<file path="config.mk">
export PLATFORM = sky130hd
export DESIGN_NAME = tcru_top
export DESIGN_NICKNAME = d
export VERILOG_FILES = /design/src/hw/tcru_pkg.sv /design/src/hw/tcru_edge_sync.sv /design/src/hw/tcru_tick_gen.sv /design/src/hw/tcru_top.sv
export VERILOG_INCLUDE_DIRS = /design/src /design/src/hw
export SDC_FILE = /design/constraint.sdc
export NUM_CORES = 1
export LEC_CHECK = 0
export ABC_AREA = 1
export BUFFER_PORTS_ARGS = -buffer_cell sky130_fd_sc_hd__buf_2
export CORE_ASPECT_RATIO = 1.75
export CORE_MARGIN = 2
export CORE_UTILIZATION = 45
export DETAILED_ROUTE_END_ITERATION = 16
export GPL_TIMING_DRIVEN = 0
export PLACE_DENSITY = 0.71
export SYNTH_ARGS = -nofsm -noshare
export SYNTH_HDL_FRONTEND = slang
export SYNTH_SLANG_ARGS = --single-unit
</file>
<file path="constraint.sdc">
create_clock -name pclk -period 1.93 [get_ports pclk]
set_input_delay 0.386 -clock pclk [delete_from_list [all_inputs] [get_ports pclk]]
set_output_delay 0.386 -clock pclk [all_outputs]
set_load 0.02 [all_outputs]
</file>
<file path="src/hw/tcru_params.svh">
`ifndef TCRU_PARAMS_SVH
`define TCRU_PARAMS_SVH

// Register indices; byte address is four times the index
`define TCRU_IDX_TIMER_CONTROL 10'h0c8
`define TCRU_IDX_TIMER_MODE_CONTROL 10'h0c9
`define TCRU_IDX_CAPTURE_RELOAD_LOW 10'h0ca
`define TCRU_IDX_CAPTURE_RELOAD_HIGH 10'h0cb
`define TCRU_IDX_COUNT_LOW 10'h0cc
`define TCRU_IDX_COUNT_HIGH 10'h0cd
`define TCRU_IDX_TICK_CONFIG 10'h0d0
`define TCRU_IDX_IRQ_STATUS 10'h0d1
`define TCRU_IDX_IRQ_MASK 10'h0d2

// timer_control fields
`define TCRU_CTL_OVERFLOW_FLAG 7
`define TCRU_CTL_EXTERNAL_FLAG 6
`define TCRU_CTL_RX_BAUD_SEL 5
`define TCRU_CTL_TX_BAUD_SEL 4
`define TCRU_CTL_TRIGGER_ENABLE 3
`define TCRU_CTL_RUN_CONTROL 2
`define TCRU_CTL_COUNTER_TIMER_SELECT 1
`define TCRU_CTL_CAPTURE_RELOAD_SELECT 0

// timer_mode_control fields
`define TCRU_MOD_AUTO_CLEAR_MSB 7
`define TCRU_MOD_AUTO_CLEAR_LSB 4
`define TCRU_MOD_CAPTURE_AUTO_RESET 3
`define TCRU_MOD_CLOCK_OUT_ENABLE 1
`define TCRU_MOD_DOWN_COUNT_ENABLE 0
`define TCRU_MOD_WRITE_MASK 8'hfb

// Interrupt status bits
`define TCRU_IRQ_OVERFLOW 0
`define TCRU_IRQ_EXTERNAL 1

// Reset values and count top
`define TCRU_RST_BYTE 8'h00
`define TCRU_RST_WORD 16'h0000
`define TCRU_COUNT_TOP 16'hffff

// Core clocks per count tick
`define TCRU_DIV_SLOW 4'd12
`define TCRU_DIV_FAST 4'd4
`define TCRU_DIV_BAUD 4'd2

`endif

</file>
<file path="src/hw/tcru_pkg.sv">
package tcru_pkg;

  typedef enum logic [1:0] {
    TCRU_MODE_CAPTURE,
    TCRU_MODE_RELOAD,
    TCRU_MODE_UPDOWN,
    TCRU_MODE_BAUD
  } tcru_mode_t;

  typedef struct packed {
    logic stage1;
    logic stage2;
    logic stage3;
    logic fall;
  } tcru_sync_t;

  typedef struct packed {
    logic [3:0] phase;
    logic tick_slow;
    logic tick_fast;
    logic tick_baud;
  } tcru_div_t;

  typedef struct packed {
    logic [7:0] ctrl;
    logic [7:0] modc;
    logic [15:0] cap;
    logic [15:0] cnt;
    logic tick_sel;
    logic [1:0] irq_st;
    logic [1:0] irq_msk;
    logic clk_out;
    logic clk_out_oe_n;
    logic rx_tick;
    logic tx_tick;
    logic [3:0] ext_clr;
    logic [31:0] prdata;
    logic pready;
    logic pslverr;
    logic irq;
  } tcru_state_t;

endpackage

</file>
<file path="src/hw/tcru_edge_sync.sv">
`timescale 1ns/1ps
module tcru_edge_sync (
  input wire logic pclk,
  input wire logic presetn,
  input wire logic pin,
  output logic level,
  output logic fall
);
  import tcru_pkg::*;

  tcru_sync_t st_reg;
  tcru_sync_t st_next;

  // Only stage2 reads stage1; edge uses the settled stages
  always_comb begin
    st_next = st_reg;
    st_next.stage1 = pin;
    st_next.stage2 = st_reg.stage1;
    st_next.stage3 = st_reg.stage2;
    st_next.fall = st_reg.stage3 & ~st_reg.stage2;
  end

  // Reset high so an idle-high pin gives no false edge
  always_ff @(posedge pclk or negedge presetn) begin
    if (!presetn) begin
      st_reg <= '{stage1: 1'b1, stage2: 1'b1, stage3: 1'b1, fall: 1'b0};
    end else begin
      st_reg <= st_next;
    end
  end

  assign level = st_reg.stage2;
  assign fall = st_reg.fall;
endmodule

</file>
<file path="src/hw/tcru_tick_gen.sv">
`timescale 1ns/1ps
`include "tcru_params.svh"
module tcru_tick_gen (
  input wire logic pclk,
  input wire logic presetn,
  output logic tick_slow,
  output logic tick_fast,
  output logic tick_baud
);
  import tcru_pkg::*;

  tcru_div_t st_reg;
  tcru_div_t st_next;

  // One phase counter serves all rates since 12 is a multiple of 4 and 2
  always_comb begin
    st_next = st_reg;
    st_next.phase = (st_reg.phase == 4'(`TCRU_DIV_SLOW - 4'd1)) ? 4'd0 : 4'(st_reg.phase + 4'd1);
    st_next.tick_slow = (st_reg.phase == 4'(`TCRU_DIV_SLOW - 4'd1));
    st_next.tick_fast = (st_reg.phase[1:0] == 2'(`TCRU_DIV_FAST - 4'd1));
    st_next.tick_baud = (st_reg.phase[0] == 1'(`TCRU_DIV_BAUD - 4'd1));
  end

  always_ff @(posedge pclk or negedge presetn) begin
    if (!presetn) begin
      st_reg <= '0;
    end else begin
      st_reg <= st_next;
    end
  end

  assign tick_slow = st_reg.tick_slow;
  assign tick_fast = st_reg.tick_fast;
  assign tick_baud = st_reg.tick_baud;
endmodule

</file>
<file path="src/hw/tcru_top.sv">
// Behaviour
// Overflow flag sets on 16-bit wrap, or down-count match with capture value; software sets/clears.
// Overflow flag never sets while either baud select bit is one.
// External flag sets on trigger falling edge outside up/down mode, or toggles on up/down overflow; software clears.
// Timer interrupt raised on software write of external flag one or trigger edge.
// Serial receive timing from timer 1 overflow, or this timer's when rx select set.
// Serial transmit timing from timer 1 overflow, or this timer's when tx select set.
// Any baud select forces baud mode: reload on every overflow, ignore capture/reload select.
// Trigger edges ignored unless trigger enable; then edges capture or reload in capture and reload modes only.
// Counting only while run control is one; clearing it holds the count.
// Timer mode counts internal ticks at selected speed; counter mode counts count pin falls.
// Baud mode advances once every two core clocks regardless of counter/timer select.
// Reload mode reloads on overflow, and on trigger edge when trigger enable set.
// Capture mode with trigger enable copies count into capture registers on trigger edge.
// Capture auto-reset clears count after the count has been captured.
// Clock-out driven only while clock-out enable is set.
// Up/down auto-reload direction comes from down-count enable and trigger pin level.
// Capture registers hold captured count, or the 16-bit reload value.
// Auto-clear bits 7..4 clear external interrupt 5..2 flags on service entry.
// Clock-out pin toggles on each overflow while enabled.
`timescale 1ns/1ps
`include "tcru_params.svh"
module tcru_top (
  input wire logic pclk,
  input wire logic presetn,
  input wire logic psel,
  input wire logic penable,
  input wire logic pwrite,
  input wire logic [11:0] paddr,
  input wire logic [31:0] pwdata,
  output logic [31:0] prdata,
  output logic pready,
  output logic pslverr,
  input wire logic trigger_pin,
  input wire logic count_input_pin,
  input wire logic timer1_overflow,
  input wire logic [3:0] ext_isr_entry,
  output logic [3:0] ext_flag_auto_clear,
  output logic rx_baud_tick,
  output logic tx_baud_tick,
  output logic clock_out_pin,
  output logic clock_out_oe_n,
  output logic irq
);
  import tcru_pkg::*;

  tcru_state_t st_reg;
  tcru_state_t st_next;

  logic trig_level;
  logic trig_fall;
  logic cnt_pin_fall;
  logic tick_slow;
  logic tick_fast;
  logic tick_baud;

  tcru_edge_sync u_trig_sync (
    .pclk(pclk),
    .presetn(presetn),
    .pin(trigger_pin),
    .level(trig_level),
    .fall(trig_fall)
  );

  tcru_edge_sync u_count_sync (
    .pclk(pclk),
    .presetn(presetn),
    .pin(count_input_pin),
    .level(),
    .fall(cnt_pin_fall)
  );

  tcru_tick_gen u_tick_gen (
    .pclk(pclk),
    .presetn(presetn),
    .tick_slow(tick_slow),
    .tick_fast(tick_fast),
    .tick_baud(tick_baud)
  );

  function automatic logic reg_hit(input logic [11:0] addr, input logic [9:0] idx);
    reg_hit = (addr[11:2] == idx);
  endfunction

  function automatic logic reg_mapped(input logic [11:0] addr);
    reg_mapped = reg_hit(addr, `TCRU_IDX_TIMER_CONTROL) | reg_hit(addr, `TCRU_IDX_TIMER_MODE_CONTROL) |
                 reg_hit(addr, `TCRU_IDX_CAPTURE_RELOAD_LOW) | reg_hit(addr, `TCRU_IDX_CAPTURE_RELOAD_HIGH) |
                 reg_hit(addr, `TCRU_IDX_COUNT_LOW) | reg_hit(addr, `TCRU_IDX_COUNT_HIGH) |
                 reg_hit(addr, `TCRU_IDX_TICK_CONFIG) | reg_hit(addr, `TCRU_IDX_IRQ_STATUS) |
                 reg_hit(addr, `TCRU_IDX_IRQ_MASK);
  endfunction

  tcru_mode_t mode;
  logic baud_sel;
  logic step;
  logic trig_evt;
  logic ovf;
  logic tf_set;
  logic exf_set;
  logic exf_tog;
  logic ext_evt;
  logic wr;
  logic wr_ctrl;
  logic [7:0] rd_byte;
  logic tf_base;
  logic exf_base;
  logic [1:0] irq_base;
  logic [1:0] irq_evt;

  always_comb begin
    st_next = st_reg;
    ovf = 1'b0;
    exf_set = 1'b0;
    exf_tog = 1'b0;
    rd_byte = 8'h00;

    baud_sel = st_reg.ctrl[`TCRU_CTL_RX_BAUD_SEL] | st_reg.ctrl[`TCRU_CTL_TX_BAUD_SEL];
    if (baud_sel) begin
      mode = TCRU_MODE_BAUD;
    end else if (st_reg.ctrl[`TCRU_CTL_CAPTURE_RELOAD_SELECT]) begin
      mode = TCRU_MODE_CAPTURE;
    end else if (st_reg.modc[`TCRU_MOD_DOWN_COUNT_ENABLE]) begin
      mode = TCRU_MODE_UPDOWN;
    end else begin
      mode = TCRU_MODE_RELOAD;
    end

    // Count source and gating
    if (!st_reg.ctrl[`TCRU_CTL_RUN_CONTROL]) begin
      step = 1'b0;
    end else if (baud_sel) begin
      step = tick_baud;
    end else if (st_reg.ctrl[`TCRU_CTL_COUNTER_TIMER_SELECT]) begin
      step = cnt_pin_fall;
    end else begin
      step = st_reg.tick_sel ? tick_fast : tick_slow;
    end

    trig_evt = st_reg.ctrl[`TCRU_CTL_TRIGGER_ENABLE] & trig_fall;

    case (mode)
      TCRU_MODE_BAUD: begin
        if (step) begin
          if (st_reg.cnt == `TCRU_COUNT_TOP) begin
            st_next.cnt = st_reg.cap;
            ovf = 1'b1;
          end else begin
            st_next.cnt = 16'(st_reg.cnt + 16'h0001);
          end
        end
        // Edge only flags here; no capture or reload while making baud clocks
        exf_set = trig_evt;
      end
      TCRU_MODE_CAPTURE: begin
        if (step) begin
          st_next.cnt = 16'(st_reg.cnt + 16'h0001);
          ovf = (st_reg.cnt == `TCRU_COUNT_TOP);
        end
        if (trig_evt) begin
          st_next.cap = st_reg.cnt;
          exf_set = 1'b1;
          if (st_reg.modc[`TCRU_MOD_CAPTURE_AUTO_RESET]) begin
            st_next.cnt = `TCRU_RST_WORD;
          end
        end
      end
      TCRU_MODE_RELOAD: begin
        if (step) begin
          if (st_reg.cnt == `TCRU_COUNT_TOP) begin
            st_next.cnt = st_reg.cap;
            ovf = 1'b1;
          end else begin
            st_next.cnt = 16'(st_reg.cnt + 16'h0001);
          end
        end
        if (trig_evt) begin
          st_next.cnt = st_reg.cap;
          exf_set = 1'b1;
        end
      end
      TCRU_MODE_UPDOWN: begin
        // Trigger level high counts up, low counts down
        if (step) begin
          if (trig_level) begin
            if (st_reg.cnt == `TCRU_COUNT_TOP) begin
              st_next.cnt = st_reg.cap;
              ovf = 1'b1;
              exf_tog = 1'b1;
            end else begin
              st_next.cnt = 16'(st_reg.cnt + 16'h0001);
            end
          end else begin
            if (st_reg.cnt == st_reg.cap) begin
              st_next.cnt = `TCRU_COUNT_TOP;
              ovf = 1'b1;
              exf_tog = 1'b1;
            end else begin
              st_next.cnt = 16'(st_reg.cnt - 16'h0001);
            end
          end
        end
      end
      default: begin
        st_next.cnt = st_reg.cnt;
      end
    endcase

    tf_set = ovf & ~baud_sel;

    // APB: registered pready gives exactly one access cycle
    st_next.pready = psel & ~penable;
    wr = psel & penable & pwrite & st_reg.pready;
    wr_ctrl = wr & reg_hit(paddr, `TCRU_IDX_TIMER_CONTROL);

    if (wr_ctrl) begin
      st_next.ctrl = pwdata[7:0];
    end
    if (wr & reg_hit(paddr, `TCRU_IDX_TIMER_MODE_CONTROL)) begin
      st_next.modc = pwdata[7:0] & `TCRU_MOD_WRITE_MASK;
    end
    if (wr & reg_hit(paddr, `TCRU_IDX_CAPTURE_RELOAD_LOW)) begin
      st_next.cap[7:0] = pwdata[7:0];
    end
    if (wr & reg_hit(paddr, `TCRU_IDX_CAPTURE_RELOAD_HIGH)) begin
      st_next.cap[15:8] = pwdata[7:0];
    end
    // Software count writes win over the same-cycle hardware step
    if (wr & reg_hit(paddr, `TCRU_IDX_COUNT_LOW)) begin
      st_next.cnt[7:0] = pwdata[7:0];
    end
    if (wr & reg_hit(paddr, `TCRU_IDX_COUNT_HIGH)) begin
      st_next.cnt[15:8] = pwdata[7:0];
    end
    if (wr & reg_hit(paddr, `TCRU_IDX_TICK_CONFIG)) begin
      st_next.tick_sel = pwdata[0];
    end
    if (wr & reg_hit(paddr, `TCRU_IDX_IRQ_MASK)) begin
      st_next.irq_msk = pwdata[1:0];
    end

    // Flags: hardware set wins over a software clear in the same cycle
    tf_base = wr_ctrl ? pwdata[`TCRU_CTL_OVERFLOW_FLAG] : st_reg.ctrl[`TCRU_CTL_OVERFLOW_FLAG];
    exf_base = wr_ctrl ? pwdata[`TCRU_CTL_EXTERNAL_FLAG] : st_reg.ctrl[`TCRU_CTL_EXTERNAL_FLAG];
    st_next.ctrl[`TCRU_CTL_OVERFLOW_FLAG] = tf_base | tf_set;
    st_next.ctrl[`TCRU_CTL_EXTERNAL_FLAG] = (exf_base ^ exf_tog) | exf_set;

    ext_evt = exf_set | trig_fall & st_reg.ctrl[`TCRU_CTL_TRIGGER_ENABLE] |
              (wr_ctrl & pwdata[`TCRU_CTL_EXTERNAL_FLAG]);
    irq_evt = {ext_evt, tf_set};
    irq_base = (wr & reg_hit(paddr, `TCRU_IDX_IRQ_STATUS)) ? (st_reg.irq_st & ~pwdata[1:0]) : st_reg.irq_st;
    st_next.irq_st = irq_base | irq_evt;
    st_next.irq = |(st_next.irq_st & st_next.irq_msk);

    // Serial port timing selection
    st_next.rx_tick = st_reg.ctrl[`TCRU_CTL_RX_BAUD_SEL] ? ovf : timer1_overflow;
    st_next.tx_tick = st_reg.ctrl[`TCRU_CTL_TX_BAUD_SEL] ? ovf : timer1_overflow;

    // Clock-out: parked low while disabled so re-enable starts from a known phase
    if (!st_reg.modc[`TCRU_MOD_CLOCK_OUT_ENABLE]) begin
      st_next.clk_out = 1'b0;
    end else if (ovf) begin
      st_next.clk_out = ~st_reg.clk_out;
    end
    st_next.clk_out_oe_n = ~st_reg.modc[`TCRU_MOD_CLOCK_OUT_ENABLE];

    st_next.ext_clr = st_reg.modc[`TCRU_MOD_AUTO_CLEAR_MSB:`TCRU_MOD_AUTO_CLEAR_LSB] & ext_isr_entry;

    // Read data latched in the setup cycle
    if (reg_hit(paddr, `TCRU_IDX_TIMER_CONTROL)) begin
      rd_byte = st_reg.ctrl;
    end else if (reg_hit(paddr, `TCRU_IDX_TIMER_MODE_CONTROL)) begin
      rd_byte = st_reg.modc;
    end else if (reg_hit(paddr, `TCRU_IDX_CAPTURE_RELOAD_LOW)) begin
      rd_byte = st_reg.cap[7:0];
    end else if (reg_hit(paddr, `TCRU_IDX_CAPTURE_RELOAD_HIGH)) begin
      rd_byte = st_reg.cap[15:8];
    end else if (reg_hit(paddr, `TCRU_IDX_COUNT_LOW)) begin
      rd_byte = st_reg.cnt[7:0];
    end else if (reg_hit(paddr, `TCRU_IDX_COUNT_HIGH)) begin
      rd_byte = st_reg.cnt[15:8];
    end else if (reg_hit(paddr, `TCRU_IDX_TICK_CONFIG)) begin
      rd_byte = {7'h00, st_reg.tick_sel};
    end else if (reg_hit(paddr, `TCRU_IDX_IRQ_STATUS)) begin
      rd_byte = {6'h00, st_reg.irq_st};
    end else if (reg_hit(paddr, `TCRU_IDX_IRQ_MASK)) begin
      rd_byte = {6'h00, st_reg.irq_msk};
    end
    if (psel & ~penable) begin
      st_next.prdata = {24'h000000, rd_byte};
      st_next.pslverr = ~reg_mapped(paddr);
    end else if (!psel) begin
      st_next.pslverr = 1'b0;
    end
  end

  always_ff @(posedge pclk or negedge presetn) begin
    if (!presetn) begin
      st_reg <= '0;
      st_reg.clk_out_oe_n <= 1'b1;
    end else begin
      st_reg <= st_next;
    end
  end

  assign prdata = st_reg.prdata;
  assign pready = st_reg.pready;
  assign pslverr = st_reg.pslverr;
  assign ext_flag_auto_clear = st_reg.ext_clr;
  assign rx_baud_tick = st_reg.rx_tick;
  assign tx_baud_tick = st_reg.tx_tick;
  assign clock_out_pin = st_reg.clk_out;
  assign clock_out_oe_n = st_reg.clk_out_oe_n;
  assign irq = st_reg.irq;
endmodule

</file>
==> results of run 1 <==
-- routing by layer --
metal,GRT usage,vias up,wire (um)
li1,-,3529,-
met1,0.311,3393,8550
met2,0.566,408,13200
met3,0.0404,161,1450
met4,0.261,0,2550
met5,0,-,0
-- metrics by stage --
stage | worst slack (ns) | area (sq um) | hold slack [ns] | power (mW) | instances
floorplan | 0.103 | 6860 | 0.0904 | 3.06 | 1051
global placement | -0.418 | 7330 | 0.345 | 3.51 | 1282
detailed placement | -0.423 | 7360 | 0.339 | 3.52 | 1283
CTS | -0.0114 | 8040 | 0.111 | 5.49 | 1321
global route | -0.184 | 8390 | 0.112 | 5.89 | 1336
finish | -0.0398 | 8390 | 0.123 | 5.64 | 1336
-- cell type report --
type | count | area share
sequential | 86 | 0.258
inverter | 123 | 0.0577
timing repair buffer | 86 | 0.0710
multi-input combinational | 764 | 0.482
clock buffer | 9 | 0.0268
clock inverter | 7 | 0.00910
tap | 183 | 0.0273
buffer | 78 | 0.0683
-- what timing repair did --
action | in CTS | in global routing
setup buffers | 20 | 14
gates cloned | 1 | 1
hold buffers | 1 | 0
pin swaps | 13 | 25
gates resized for setup | 53 | 63
endpoints found under the hold margin | 20 | 0
setup endpoints to repair | 30 | 33
-- worst reg2reg max path: cells and delay by family (launching register included) --
kind / cells / cell delay (ns)
flip-flops: 1 / 0.41
AO/OA/AOI/OAI: 1 / 0.07
buffers and inverters: 2 / 0.24
AND/OR/NAND/NOR: 8 / 1.13
-- path summary, 6_finish.rpt --
kind / start / to / slack (ns) / cells past startpoint
max in group asynchronous: presetn / clock_out_oe_n / 0.77 / 3
min: trigger_pin / u_trig_sync.st_next[2] / 0.12 / 1
max: st_reg[92] / st_reg[59] / -0.04 / 11
min in group asynchronous: presetn / st_reg[48] / 0.50 / 2
max reg2reg: st_reg[92] / st_reg[59] / -0.04 / 11
min reg2reg: u_count_sync.st_next[2] / u_count_sync.level / 0.36 / 0
-- power by group through the flow --
stage	Combinational (mW)	Clock (mW)	Sequential (mW)
2_1_floorplan	1.12	0	1.95
3_3_place_gp	1.56	0	1.96
3_5_place_dp	1.57	0	1.96
4_1_cts	1.75	1.82	1.92
5_1_grt	2.08	1.88	1.93
6_report	1.92	1.80	1.92
-- cell usage after synthesis, drive strengths merged (3+ instances only) --
library cell / count / area share
nor2: 98 / 0.067
dfrtp: 79 / 0.29
xor2: 19 / 0.025
a31oi: 9 / 0.0083
nand3b: 4 / 0.0044
o22ai: 3 / 0.0028
nand2: 304 / 0.18
ha: 3 / 0.0055
o211ai: 6 / 0.0066
nand4: 26 / 0.024
inv: 122 / 0.068
clkbuf: 11 / 0.0061
o21ai: 70 / 0.057
a21oi: 70 / 0.052
dfstp: 7 / 0.027
nand3: 96 / 0.072
nor3: 9 / 0.0083
buf: 67 / 0.069
o221ai: 14 / 0.018
-- logic make-up (layout without fill, tap and decap cells) --
kind of cell | after synthesis | after routing
AO/OA/AOI/OAI | 175 | 175
XOR/XNOR | 21 | 21
adder cells (fa/ha/maj) | 3 | 3
buffers and inverters | 201 | 303
flip-flops | 86 | 86
multiplexers | 2 | 2
other | 1 | 24
AND/OR/NAND/NOR | 539 | 539
==> summary.md, run 1 <==
| Metric | Value |
|---|---|
| Status | `finished with violations` |
| Failing checks | `setup timing` |
| Post-synthesis compound-gate area fraction | `0.149` |
| Fmax achieved | `about 0.51 GHz` |
| Critical path cell sequence | `nor2_4, nand3_1, nand2_1, nor2_4, buf_4, nor2_2, inv_2, nand2_2, a21oi_1, nand2_1, nand2_2` |
| Final worst slack | `-0.0398 ns` |
| Congestion Overflow GR | `0` |
| TNS Setup | `-0.211 ns` |
| Starting DRT DRC Count | `578` |
| Clk_skew | `between 0.015 and 0.02 ns` |
| Die X-Extent | `roughly 97 um` |
| Share of cells above drive strength 1 | `0.256` |
| Clock sinks | `86` |
| Via count | `7,491` |
| Post-synth cell types | `42` |
| Post-Syn Area | `~6800 sq um` |
| P&R area growth vs syn | `23.8%` |
| Post-synthesis mux area share | `0.00295` |
| Largest family of logic cells by synthesized area | `simple AND/OR/NAND/NOR gates` |
| Ys flop type | `dfrtp_1` |
| Sw power | `about 2.2 mW` |
| Sw Ratio | `0.383` |
| Synth Register Bits | `86` |
| Fillers | `around 1,500` |
| ANT cells | `0` |
| Startpoint types | `flop` |
| Final ANT Viol Nets | `0` |
| Post-synth ARST share | `1.00` |
| CP Buf/Inv Count | `2` |
| Maximum fanout along the worst path | `8` |
| Unrepaired setup endpoints after global routing | `true` |
| Post-synth EDFFs | `0` |
| Die Y-Extent | `around 170 um` |
| Pin count of the biggest net entering global routing | `between 60 and 70` |
| Initial antenna violation count | `1` |
| CP top delay family | `simple AND/OR/NAND/NOR gates` |
| Synth Area in Simple Gates | `0.353` |
| WL/cell | `roughly 19 um` |
| # nets final | `approximately 1,200` |
| DRC errors left | `0` |
| Logic pwr share | `0.340` |
| Post-Synth Adder-Cell Area | `0.00554` |
| Commonest non-fill, non-tap cells in the layout | `nand2_1 (275), inv_1 (100), nand3_1 (88), dfrtp_1 (75), buf_4 (72)` |
| Worst min path class | `input port to flop` |
| Row count | `59` |
| Setup crit end kind | `flop` |
| Clock buffer count from CTS | `9` |
| Critical path type | `flop to flop` |
| Mapped Cells | `between 1,000 and 1,500` |
| Final setup viols | `12` |
| Final min period | `between 1.5 and 2 ns` |
| Int Power | `around 3.5 mW` |
| GRT Util Overall | `0.313` |
| Seq/Total Area, Yosys | `0.319` |
| Final slew viol count | `0` |
| Number of flip-flops in the largest register | `52` |
| VDD IR max | `a little over 0.4 mV` |
| Largest stage delay, worst path | `just over 0.4 ns` |
| CTS clk-pin slew, worst paths | `about 0.07 ns` |
| I/O pins | `a little under 100` |
| Storage element area | `approximately 2200 sq um` |
| CTS root buffer | `clkbuf_16` |
| Clock power share | `0.319` |
| Synth Area in XOR/XNOR | `0.0271` |
| Number of global-route vias before repair | `7,121` |
| I/O Buffers | `between 40 and 50` |
| Worst EP required | `2.17 ns` |
| Syn Area/Cell | `between 6 and 7 sq um` |
| TritonCTS clock tree | `done` |
| Power Dens Cells | `672 nW/um^2` |
| Slew margin rel. | `0.572` |
| Core area | `about 15,000 sq um` |
| Final WL | `25,700 um` |
| Layout Utilization | `0.565` |
| Max-cap check violation count | `0` |
| Leakage power total | `4.25 nW` |
| Vias per cell | `5.61` |
| CP max stage cell | `dfrtp_1` |
| Maximum buffer depth of the clock tree | `2` |
| Clk Latency, worst-skew pair | `between 0.3 and 0.4 ns` |
| First-pass GRT wire length | `between 30,000 and 40,000 um` |
| Die area | `16,100 sq um` |
| H-Tree Depth | `3` |
| Pre-Repair DR Iteration Count | `7` |
| Period utilization | `1.02` |
| Placer's final routability congestion estimate | `0.992` |
| Post-DP HPWL | `between 15,000 and 20,000 um` |
| Yosys warns | `0` |
| Seq pwr share | `0.341` |
| Most common cell after layout, fill and taps aside | `nand2_1` |
| WP data arrival | `roughly 2.2 ns` |
| Initial Util | `0.457` |
| Slew @ Worst Pin | `roughly 0.64 ns` |
| Hold Violations, Final | `0` |
| Multi-input gate area | `just over 4000 sq um` |
Power figures use the tool's default switching activity.
==> run 2, diff against run 1 <==
--- a/config.mk
+++ b/config.mk
@@ -11,6 +11,7 @@
 export CORE_ASPECT_RATIO = 1.75
 export CORE_MARGIN = 2
 export CORE_UTILIZATION = 45
+export CTS_BUF_LIST = sky130_fd_sc_hd__clkbuf_4
 export DETAILED_ROUTE_END_ITERATION = 16
 export GPL_TIMING_DRIVEN = 0
 export PLACE_DENSITY = 0.71
==> constraint.sdc (replaced) <==
create_clock -name pclk -period 1.7 [get_ports pclk]
set_input_delay 0.34 -clock pclk [delete_from_list [all_inputs] [get_ports pclk]]
set_output_delay 0.34 -clock pclk [all_outputs]
set_load 0.02 [all_outputs]
==> run 2 against run 1 <==
The run still ends with setup timing left. Clock power down 31%. Sequential power up 14%. Clock-buffer cell count stayed put. Cell count about the same. Die area is the same. Clock skew increased by 0.026 ns. Fmax shrank 3.2%. First-iteration DRC count rose by 13%. Worst setup slack worse by 0.30 ns. Critical path type unchanged. Highest routed layer unchanged.
==> summary.md, run 2 (same netlist as run 1, synthesis figures left out) <==
| Metric | Value |
|---|---|
| Status | `finished with violations (unchanged)` |
| Failing checks | `setup timing (unchanged)` |
| Pin count of the biggest net entering global routing | `60 (was 61)` |
| Final ANT Viol Nets | `0 (unchanged)` |
| Pre-Repair DR Iteration Count | `6 (was 7)` |
| Share of cells above drive strength 1 | `0.252 (was 0.256)` |
| Core area | `14,800 sq um (unchanged)` |
| Worst min path class | `input port to flop (unchanged)` |
| Critical path type | `flop to flop (unchanged)` |
| Clock sinks | `86 (unchanged)` |
| Clk_skew | `0.0436 ns (was 0.0171 ns)` |
| Setup crit end kind | `flop (unchanged)` |
| P&R area growth vs syn | `21.8% (was 23.8%)` |
| Slew margin rel. | `0.551 (was 0.572)` |
| TritonCTS clock tree | `done (unchanged)` |
| Setup slack, reg-to-reg | `-0.34 ns (was -0.04 ns)` |
| Fin area | `8260 sq um (was 8390 sq um)` |
| I/O pins | `99 (unchanged)` |
| Commonest non-fill, non-tap cells in the layout | `nand2_1 (278), inv_1 (99), nand3_1 (90), dfrtp_1 (75), buf_4 (74) (was nand2_1 (275), inv_1 (100), nand3_1 (88), dfrtp_1 (75), buf_4 (72))` |
| Startpoint types | `flop (unchanged)` |
| Post-DP HPWL | `20,300 um (was 19,900 um)` |
| Final setup viols | `31 (was 12)` |
| Fmax achieved | `0.491 GHz (was 0.508 GHz)` |
| Via count | `7,572 (was 7,491)` |
| Die area | `16,100 sq um (unchanged)` |
| Clk Latency, worst-skew pair | `0.49 ns (was 0.36 ns)` |
| Power Dens Cells | `677 nW/um^2 (was 672 nW/um^2)` |
| Leakage power total | `4.16 nW (was 4.25 nW)` |
| CP max stage cell | `dfrtp_1 (unchanged)` |
| Starting DRT DRC Count | `654 (was 578)` |
| Hold Violations, Final | `0 (unchanged)` |
| GRT Util Overall | `0.325 (was 0.313)` |
| CTS root buffer | `clkbuf_4 (was clkbuf_16)` |
| CTS clk-pin slew, worst paths | `0.18 ns (was 0.07 ns)` |
| H-Tree Depth | `3 (unchanged)` |
| Most common cell after layout, fill and taps aside | `nand2_1 (unchanged)` |
| Final min period | `2.04 ns (was 1.97 ns)` |
| Most frequent CP cell | `nand2_1` |
| Placer's final routability congestion estimate | `1.02 (was 0.992)` |
| Max-cap check violation count | `0 (unchanged)` |
| Initial antenna violation count | `1 (unchanged)` |
| Critical path cell sequence | `buf_6, ha_4, nand2_8, inv_1, nand3_4, nor2_4, nand2_2, nor2_4, nand2_1, nand3_1, nand2_1, nand2_1, nand2_1, nand2_1, nand2_1, nand2_1 (was nor2_4, nand3_1, nand2_1, nor2_4, buf_4, nor2_2, inv_2, nand2_2, a21oi_1, nand2_1, nand2_2)` |
| WP data arrival | `2.44 ns (was 2.21 ns)` |
| Die X-Extent | `96.8 um (unchanged)` |
| Hold path start | `ext_isr_entry[1] (was trigger_pin)` |
| DRC errors left | `0 (unchanged)` |
| First-pass GRT wire length | `40,600 um (was 38,700 um)` |
| Initial Util | `0.457 (unchanged)` |
| Fin Hold WS | `0.0512 ns (was 0.123 ns)` |
| Number of flip-flops in the largest register | `52 (unchanged)` |
| Maximum fanout along the worst path | `4 (was 8)` |
| Worst R2R Start | `st_reg[48] (was st_reg[92])` |
| Period utilization | `1.20 (was 1.02)` |
| Number of global-route vias before repair | `7,460 (was 7,121)` |
| # nets final | `1,207 (unchanged)` |
| VDD IR max | `0.416 mV (was 0.414 mV)` |
| Crit path launch | `st_reg[48] (was st_reg[92])` |
| Largest stage delay, worst path | `0.40 ns (was 0.41 ns)` |
| I/O Buffers | `48 (unchanged)` |
| Final worst slack | `-0.335 ns (was -0.0398 ns)` |
| Final WL | `26,400 um (was 25,700 um)` |
| Placed inst area | `7390 sq um (was 7360 sq um)` |
| Slew @ Worst Pin | `0.667 ns (was 0.636 ns)` |
| Worst EP required | `2.11 ns (was 2.17 ns)` |
| Row count | `59 (unchanged)` |
| Congestion Overflow GR | `0 (unchanged)` |
| Vias per cell | `5.66 (was 5.61)` |
| WL/cell | `19.7 um (was 19.3 um)` |
| Die Y-Extent | `166 um (unchanged)` |
| Dpl ws | `-0.613 ns (was -0.423 ns)` |
| Maximum buffer depth of the clock tree | `2 (unchanged)` |
| Unrepaired setup endpoints after global routing | `true (unchanged)` |
| Clock buffer count from CTS | `9 (unchanged)` |
| Final slew viol count | `0 (unchanged)` |
run 2: cell types whose count changed in the layout (fill, tap and decap cells not counted), sizes merged:
cell         before  now
diode             0    1
clkinv            5    4
dlygate4sd3       1    3
inv             124  123
clkinvlp          1    3
buf             149  148
clkbuf           23   22
run 2: path summary, 6_finish.rpt:
check / cells past startpoint / endpoint
setup / recovery: 16 / st_reg[62]
hold / removal: 3 / ext_flag_auto_clear[1]
setup reg to reg: 16 / st_reg[62]
hold reg to reg: 0 / u_trig_sync.level
max in group asynchronous: 3 / st_reg[63]
min in group asynchronous: 2 / u_tick_gen.st_reg[4]
run 2: per-layer routing:
metal | vias up | track usage | part of all wire
li1 | 3525 | - | -
met1 | 3453 | 0.333 | 0.34
met2 | 429 | 0.576 | 0.50
met3 | 165 | 0.0387 | 0.061
met4 | 0 | 0.278 | 0.11
met5 | - | 0 | 0
run 2: metrics by stage:
stage / std cells / TNS (ns) / total power [mW] / utilization
4_1_cts: 1324 / -5.35 / 5.46 / 0.538
2_1_floorplan: 1051 / 0 / 3.49 / -
6_report: 1337 / -6.40 / 5.59 / 0.556
3_5_place_dp: 1283 / -21.92 / 4.02 / 0.498
3_3_place_gp: 1282 / -60.41 / 4.00 / 0.496
5_1_grt: 1337 / -10.02 / 5.87 / 0.556
run 2: report_power, final:
group | total (mW) | switching (mW) | internal, mW
Sequential | 2.18 | 0.0451 | 2.14
Clock | 1.25 | 0.900 | 0.348
Combinational | 2.16 | 1.41 | 0.751
run 2: worst max-delay path: cells and delay by family, from the launching register on:
kind                       cells  cell delay, ns
adders and majority gates      1            0.15
DFF                            1            0.40
buffers and inverters          2            0.20
and+or+nand+nor               13            1.19
run 2: final cells by class:
class	instances	area, sq um
tap	183	229
sequential	86	2170
fill	1519	6580
clock inverter	7	75.1
timing repair buffer	86	619
antenna	1	2.50
buffer	78	562
clock buffer	9	67.6
multi-input combinational	764	4050
inverter	123	485
run 2: what timing repair did:
item,in CTS,in global routing
hold endpoints to repair,22,0
gates resized for setup,63,48
cloned,3,0
setup buffers,19,12
hold buffers,3,0
endpoints found under the setup margin,45,41
pin swaps,12,15
==> run 3, diff against run 2 <==
--- a/config.mk
+++ b/config.mk
@@ -6,7 +6,6 @@
 export SDC_FILE = /design/constraint.sdc
 export NUM_CORES = 1
 export LEC_CHECK = 0
-export ABC_AREA = 1
 export BUFFER_PORTS_ARGS = -buffer_cell sky130_fd_sc_hd__buf_2
 export CORE_ASPECT_RATIO = 1.75
 export CORE_MARGIN = 2
==> run 3 against run 2 <==
The flow still finishes with violations (setup timing). Clock-buffer cell count unchanged. Synthesized cell count down 23%. Total power down 19%. Global-route usage up 5.7 points. Non-clock buffer count up 64. Largest cell class unchanged.
==> summary.md, run 3 <==
| Metric | Value |
|---|---|
| TritonCTS clock tree | `done (unchanged)` |
| Pre-Repair DR Iteration Count | `9 (was 6)` |
| Share of cells above drive strength 1 | `0.413 (was 0.252)` |
| Clk_skew | `0.0338 ns (was 0.0436 ns)` |
| I/O Buffers | `46 (was 48)` |
| Final WL | `30,600 um (was 26,400 um)` |
| Via count | `7,694 (was 7,572)` |
| Top cell type's share of synthesized area | `0.299 (was 0.292)` |
| Number of global-route vias before repair | `7,385 (was 7,460)` |
| Multi-input gate area | `4750 sq um (was 4050 sq um)` |
| Leading area contributor after synthesis | `dfrtp_1 (unchanged)` |
| Setup slack, reg-to-reg | `-0.67 ns (was -0.34 ns)` |
| Clk Latency, worst-skew pair | `0.50 ns (was 0.49 ns)` |
| Fillers | `1,223 (was 1,519)` |
| Logic pwr share | `0.231 (was 0.387)` |
| Crit path launch | `st_reg[79] (was st_reg[48])` |
| Int Power | `2.87 mW (was 3.24 mW)` |
| Startpoint types | `flop (unchanged)` |
| Ys flop type | `dfrtp_1 (unchanged)` |
| Slew @ Worst Pin | `0.820 ns (was 0.667 ns)` |
| Most common cell after layout, fill and taps aside | `buf_4 (was nand2_1)` |
| Post-synth ARST share | `1.00 (unchanged)` |
| GRT Util Overall | `0.382 (was 0.325)` |
| Placer's final routability congestion estimate | `1.03 (was 1.02)` |
| Final worst slack | `-0.669 ns (was -0.335 ns)` |
| Most common cell in the netlist | `nand2_1 (unchanged)` |
| Maximum buffer depth of the clock tree | `2 (unchanged)` |
| Final ANT Viol Nets | `0 (unchanged)` |
| Yosys warns | `0 (unchanged)` |
| Setup crit end kind | `flop (unchanged)` |
| WP data arrival | `2.79 ns (was 2.44 ns)` |
| Number of flip-flops in the largest register | `52 (unchanged)` |
| Storage element area | `2180 sq um (was 2170 sq um)` |
| Layout Utilization | `0.642 (was 0.556)` |
| Seq/Total Area, Yosys | `0.327 (was 0.319)` |
| I/O pins | `99 (unchanged)` |
| Max-cap check violation count | `0 (unchanged)` |
| Synth top area cells | `dfrtp_1 (30%), nand2_1 (5.1%), buf_4 (4.5%), a21oi_1 (3.9%), xnor2_1 (3.6%) (was dfrtp_1 (29%), nand2_1 (16%), nand3_1 (6.9%), inv_1 (5.7%), a21oi_1 (5.1%))` |
| Placed inst area | `7420 sq um (was 7390 sq um)` |
| VDD IR max | `0.383 mV (was 0.416 mV)` |
| Initial antenna violation count | `1 (unchanged)` |
| Largest stage delay, worst path | `0.58 ns (was 0.40 ns)` |
| Sw power | `1.68 mW (was 2.36 mW)` |
| Worst min path class | `input port to flop (unchanged)` |
| WL/cell | `26.8 um (was 19.7 um)` |
| Post-DP HPWL | `19,700 um (was 20,300 um)` |
| Vias per cell | `6.72 (was 5.66)` |
| CP top delay family | `compound AO/OA/AOI/OAI gates (was simple AND/OR/NAND/NOR gates)` |
| Initial Util | `0.460 (was 0.457)` |
| Worst R2R Start | `st_reg[79] (was st_reg[48])` |
| Starting DRT DRC Count | `999 (was 654)` |
| Clock power share | `0.289 (was 0.223)` |
| Synth top cells by count | `nand2_1 (90), dfrtp_1 (79), a21oi_1 (51) (was nand2_1 (288), inv_1 (103), nand3_1 (94))` |
| Hold path start | `ext_isr_entry[1] (unchanged)` |
| Post-synth cell types | `84 (was 42)` |
| Worst EP required | `2.12 ns (was 2.11 ns)` |
| Final min period | `2.37 ns (was 2.04 ns)` |
| DRC errors left | `0 (unchanged)` |
| Die Y-Extent | `164 um (was 166 um)` |
| P&R area growth vs syn | `39.6% (was 21.8%)` |
| Core area | `14,400 sq um (was 14,800 sq um)` |
| CTS clk-pin slew, worst paths | `0.20 ns (was 0.18 ns)` |
| CP max stage cell | `dfrtp_1 (unchanged)` |
| Unrepaired setup endpoints after global routing | `true (unchanged)` |
| Syn Area/Cell | `8.40 sq um (was 6.59 sq um)` |
| Power Dens Cells | `493 nW/um^2 (was 677 nW/um^2)` |
| Final setup viols | `42 (was 31)` |
| Critical path cell sequence | `xor2_1, nor4_2, buf_4, a41oi_4, a21o_1, a211oi_2, o31ai_2, o21ai_1 (was buf_6, ha_4, nand2_8, inv_1, nand3_4, nor2_4, nand2_2, nor2_4, nand2_1, nand3_1, nand2_1, nand2_1, nand2_1, nand2_1, nand2_1, nand2_1)` |
| CTS root buffer | `clkbuf_4 (unchanged)` |
| Tot Pwr | `4.55 mW (was 5.59 mW)` |
| Clock sinks | `86 (unchanged)` |
| Commonest non-fill, non-tap cells in the layout | `buf_4 (121), nand2_1 (80), dfrtp_1 (66), buf_2 (49), a21oi_1 (46) (was nand2_1 (278), inv_1 (99), nand3_1 (90), dfrtp_1 (75), buf_4 (74))` |
| Critical path type | `flop to flop (unchanged)` |
| Period utilization | `1.39 (was 1.20)` |
| Fin area | `9230 sq um (was 8260 sq um)` |
| Maximum fanout along the worst path | `7 (was 4)` |
| First-pass GRT wire length | `43,400 um (was 40,600 um)` |
| Pin count of the biggest net entering global routing | `73 (was 60)` |
| Row count | `58 (was 59)` |
| H-Tree Depth | `3 (unchanged)` |
| Failing checks | `setup timing (unchanged)` |
| Slew margin rel. | `0.453 (was 0.551)` |
| Fmax achieved | `0.422 GHz (was 0.491 GHz)` |
| # nets final | `1,018 (was 1,207)` |
| Final slew viol count | `0 (unchanged)` |
| Post-synth EDFFs | `0 (unchanged)` |
| Leakage power total | `3.96 nW (was 4.16 nW)` |
| Synth Register Bits | `86 (unchanged)` |
| Post-Syn Area | `6610 sq um (was 6780 sq um)` |
| Clock buffer count from CTS | `9 (unchanged)` |
| Mapped Cells | `787 (was 1,028)` |
| Die X-Extent | `95.6 um (was 96.8 um)` |
| CP Buf/Inv Count | `1 (was 2)` |
| Hold Violations, Final | `0 (unchanged)` |
| Die area | `15,700 sq um (was 16,100 sq um)` |
| Congestion Overflow GR | `0 (unchanged)` |
| Status | `finished with violations (unchanged)` |
| Seq pwr share | `0.480 (was 0.390)` |
| Sw Ratio | `0.369 (was 0.421)` |
[run 3: cell count changes after synthesis, sizes merged, moves of 25 or more]
cell | before | now
nor2 | 98 | 50
inv | 122 | 20
xnor2 | 2 | 27
nand3 | 96 | 38
clkbuf | 11 | 36
nand2 | 304 | 92
[run 3: worst paths after layout]
kind	end	cells after the start
max in group asynchronous	clock_out_oe_n	3
worst max-delay path	st_reg[48]	8
min in group asynchronous	st_reg[59]	2
worst min register to register	u_trig_sync.level	0
worst max register to register	st_reg[48]	8
worst min-delay path	ext_flag_auto_clear[1]	2
[run 3: kinds of logic after synthesis]
kind of cell,share of synthesized area
AO/OA/AOI/OAI,0.233
AND/OR/NAND/NOR,0.227
flip-flops,0.327
multiplexers,0.0505
other,0.000567
buffers and inverters,0.0897
XOR/XNOR,0.0663
adder cells (fa/ha/maj),0.00568
[run 3: stage by stage]
stage	std cells	hold WS [ns]	worst slack [ns]	setup TNS [ns]
4_1_cts	1109	0.0603	-0.568	-11.18
2_1_floorplan	810	0.0444	-0.379	-8.66
6_report	1145	0.0590	-0.669	-14.75
5_1_grt	1145	0.0396	-0.690	-15.74
3_5_place_dp	1037	0.234	-1.11	-47.05
3_3_place_gp	1036	0.345	-1.26	-88.65
[run 3: worst register-to-register path, stage by stage, from the launching register on]
cell and delay (ns):
dfrtp_1 0.58, xor2_1 0.22, nor4_2 0.30, buf_4 0.17, a41oi_4 0.22, a21o_1 0.26
a211oi_2 0.24, o31ai_2 0.10, o21ai_1 0.19
[run 3: what timing repair did]
item,CTS,global route
gates cloned,0,4
hold endpoints to repair,16,0
hold buffers,3,0
setup endpoints to repair,59,57
setup buffers,60,32
gates resized for setup,140,78
pin swaps,38,56
[run 3: routing by layer]
layer  GRT usage  up-vias  routed length (um)
met3      0.0748      272                3210
met5           0        -                   0
met1       0.410     3561                9500
met4       0.335        0                3730
li1            -     3189                   -
met2       0.624      672               14200
[run 3: power groups by stage]
stage / clock [mW] / sequential, mW / combinational (mW)
after floorplan: 0 / 2.20 / 0.541
after global placement: 0 / 2.21 / 0.821
after detailed placement: 0 / 2.21 / 0.831
after CTS: 1.29 / 2.18 / 0.941
after global routing: 1.39 / 2.19 / 1.10
final: 1.31 / 2.18 / 1.05
[run 3: layout make-up]
class / count / area share
antenna: 1 / 0.000271
buffer: 84 / 0.0770
clock buffer: 9 / 0.00732
clock inverter: 7 / 0.00814
inverter: 21 / 0.00882
multi-input combinational: 613 / 0.515
sequential: 86 / 0.236
tap: 180 / 0.0244
timing repair buffer: 144 / 0.123
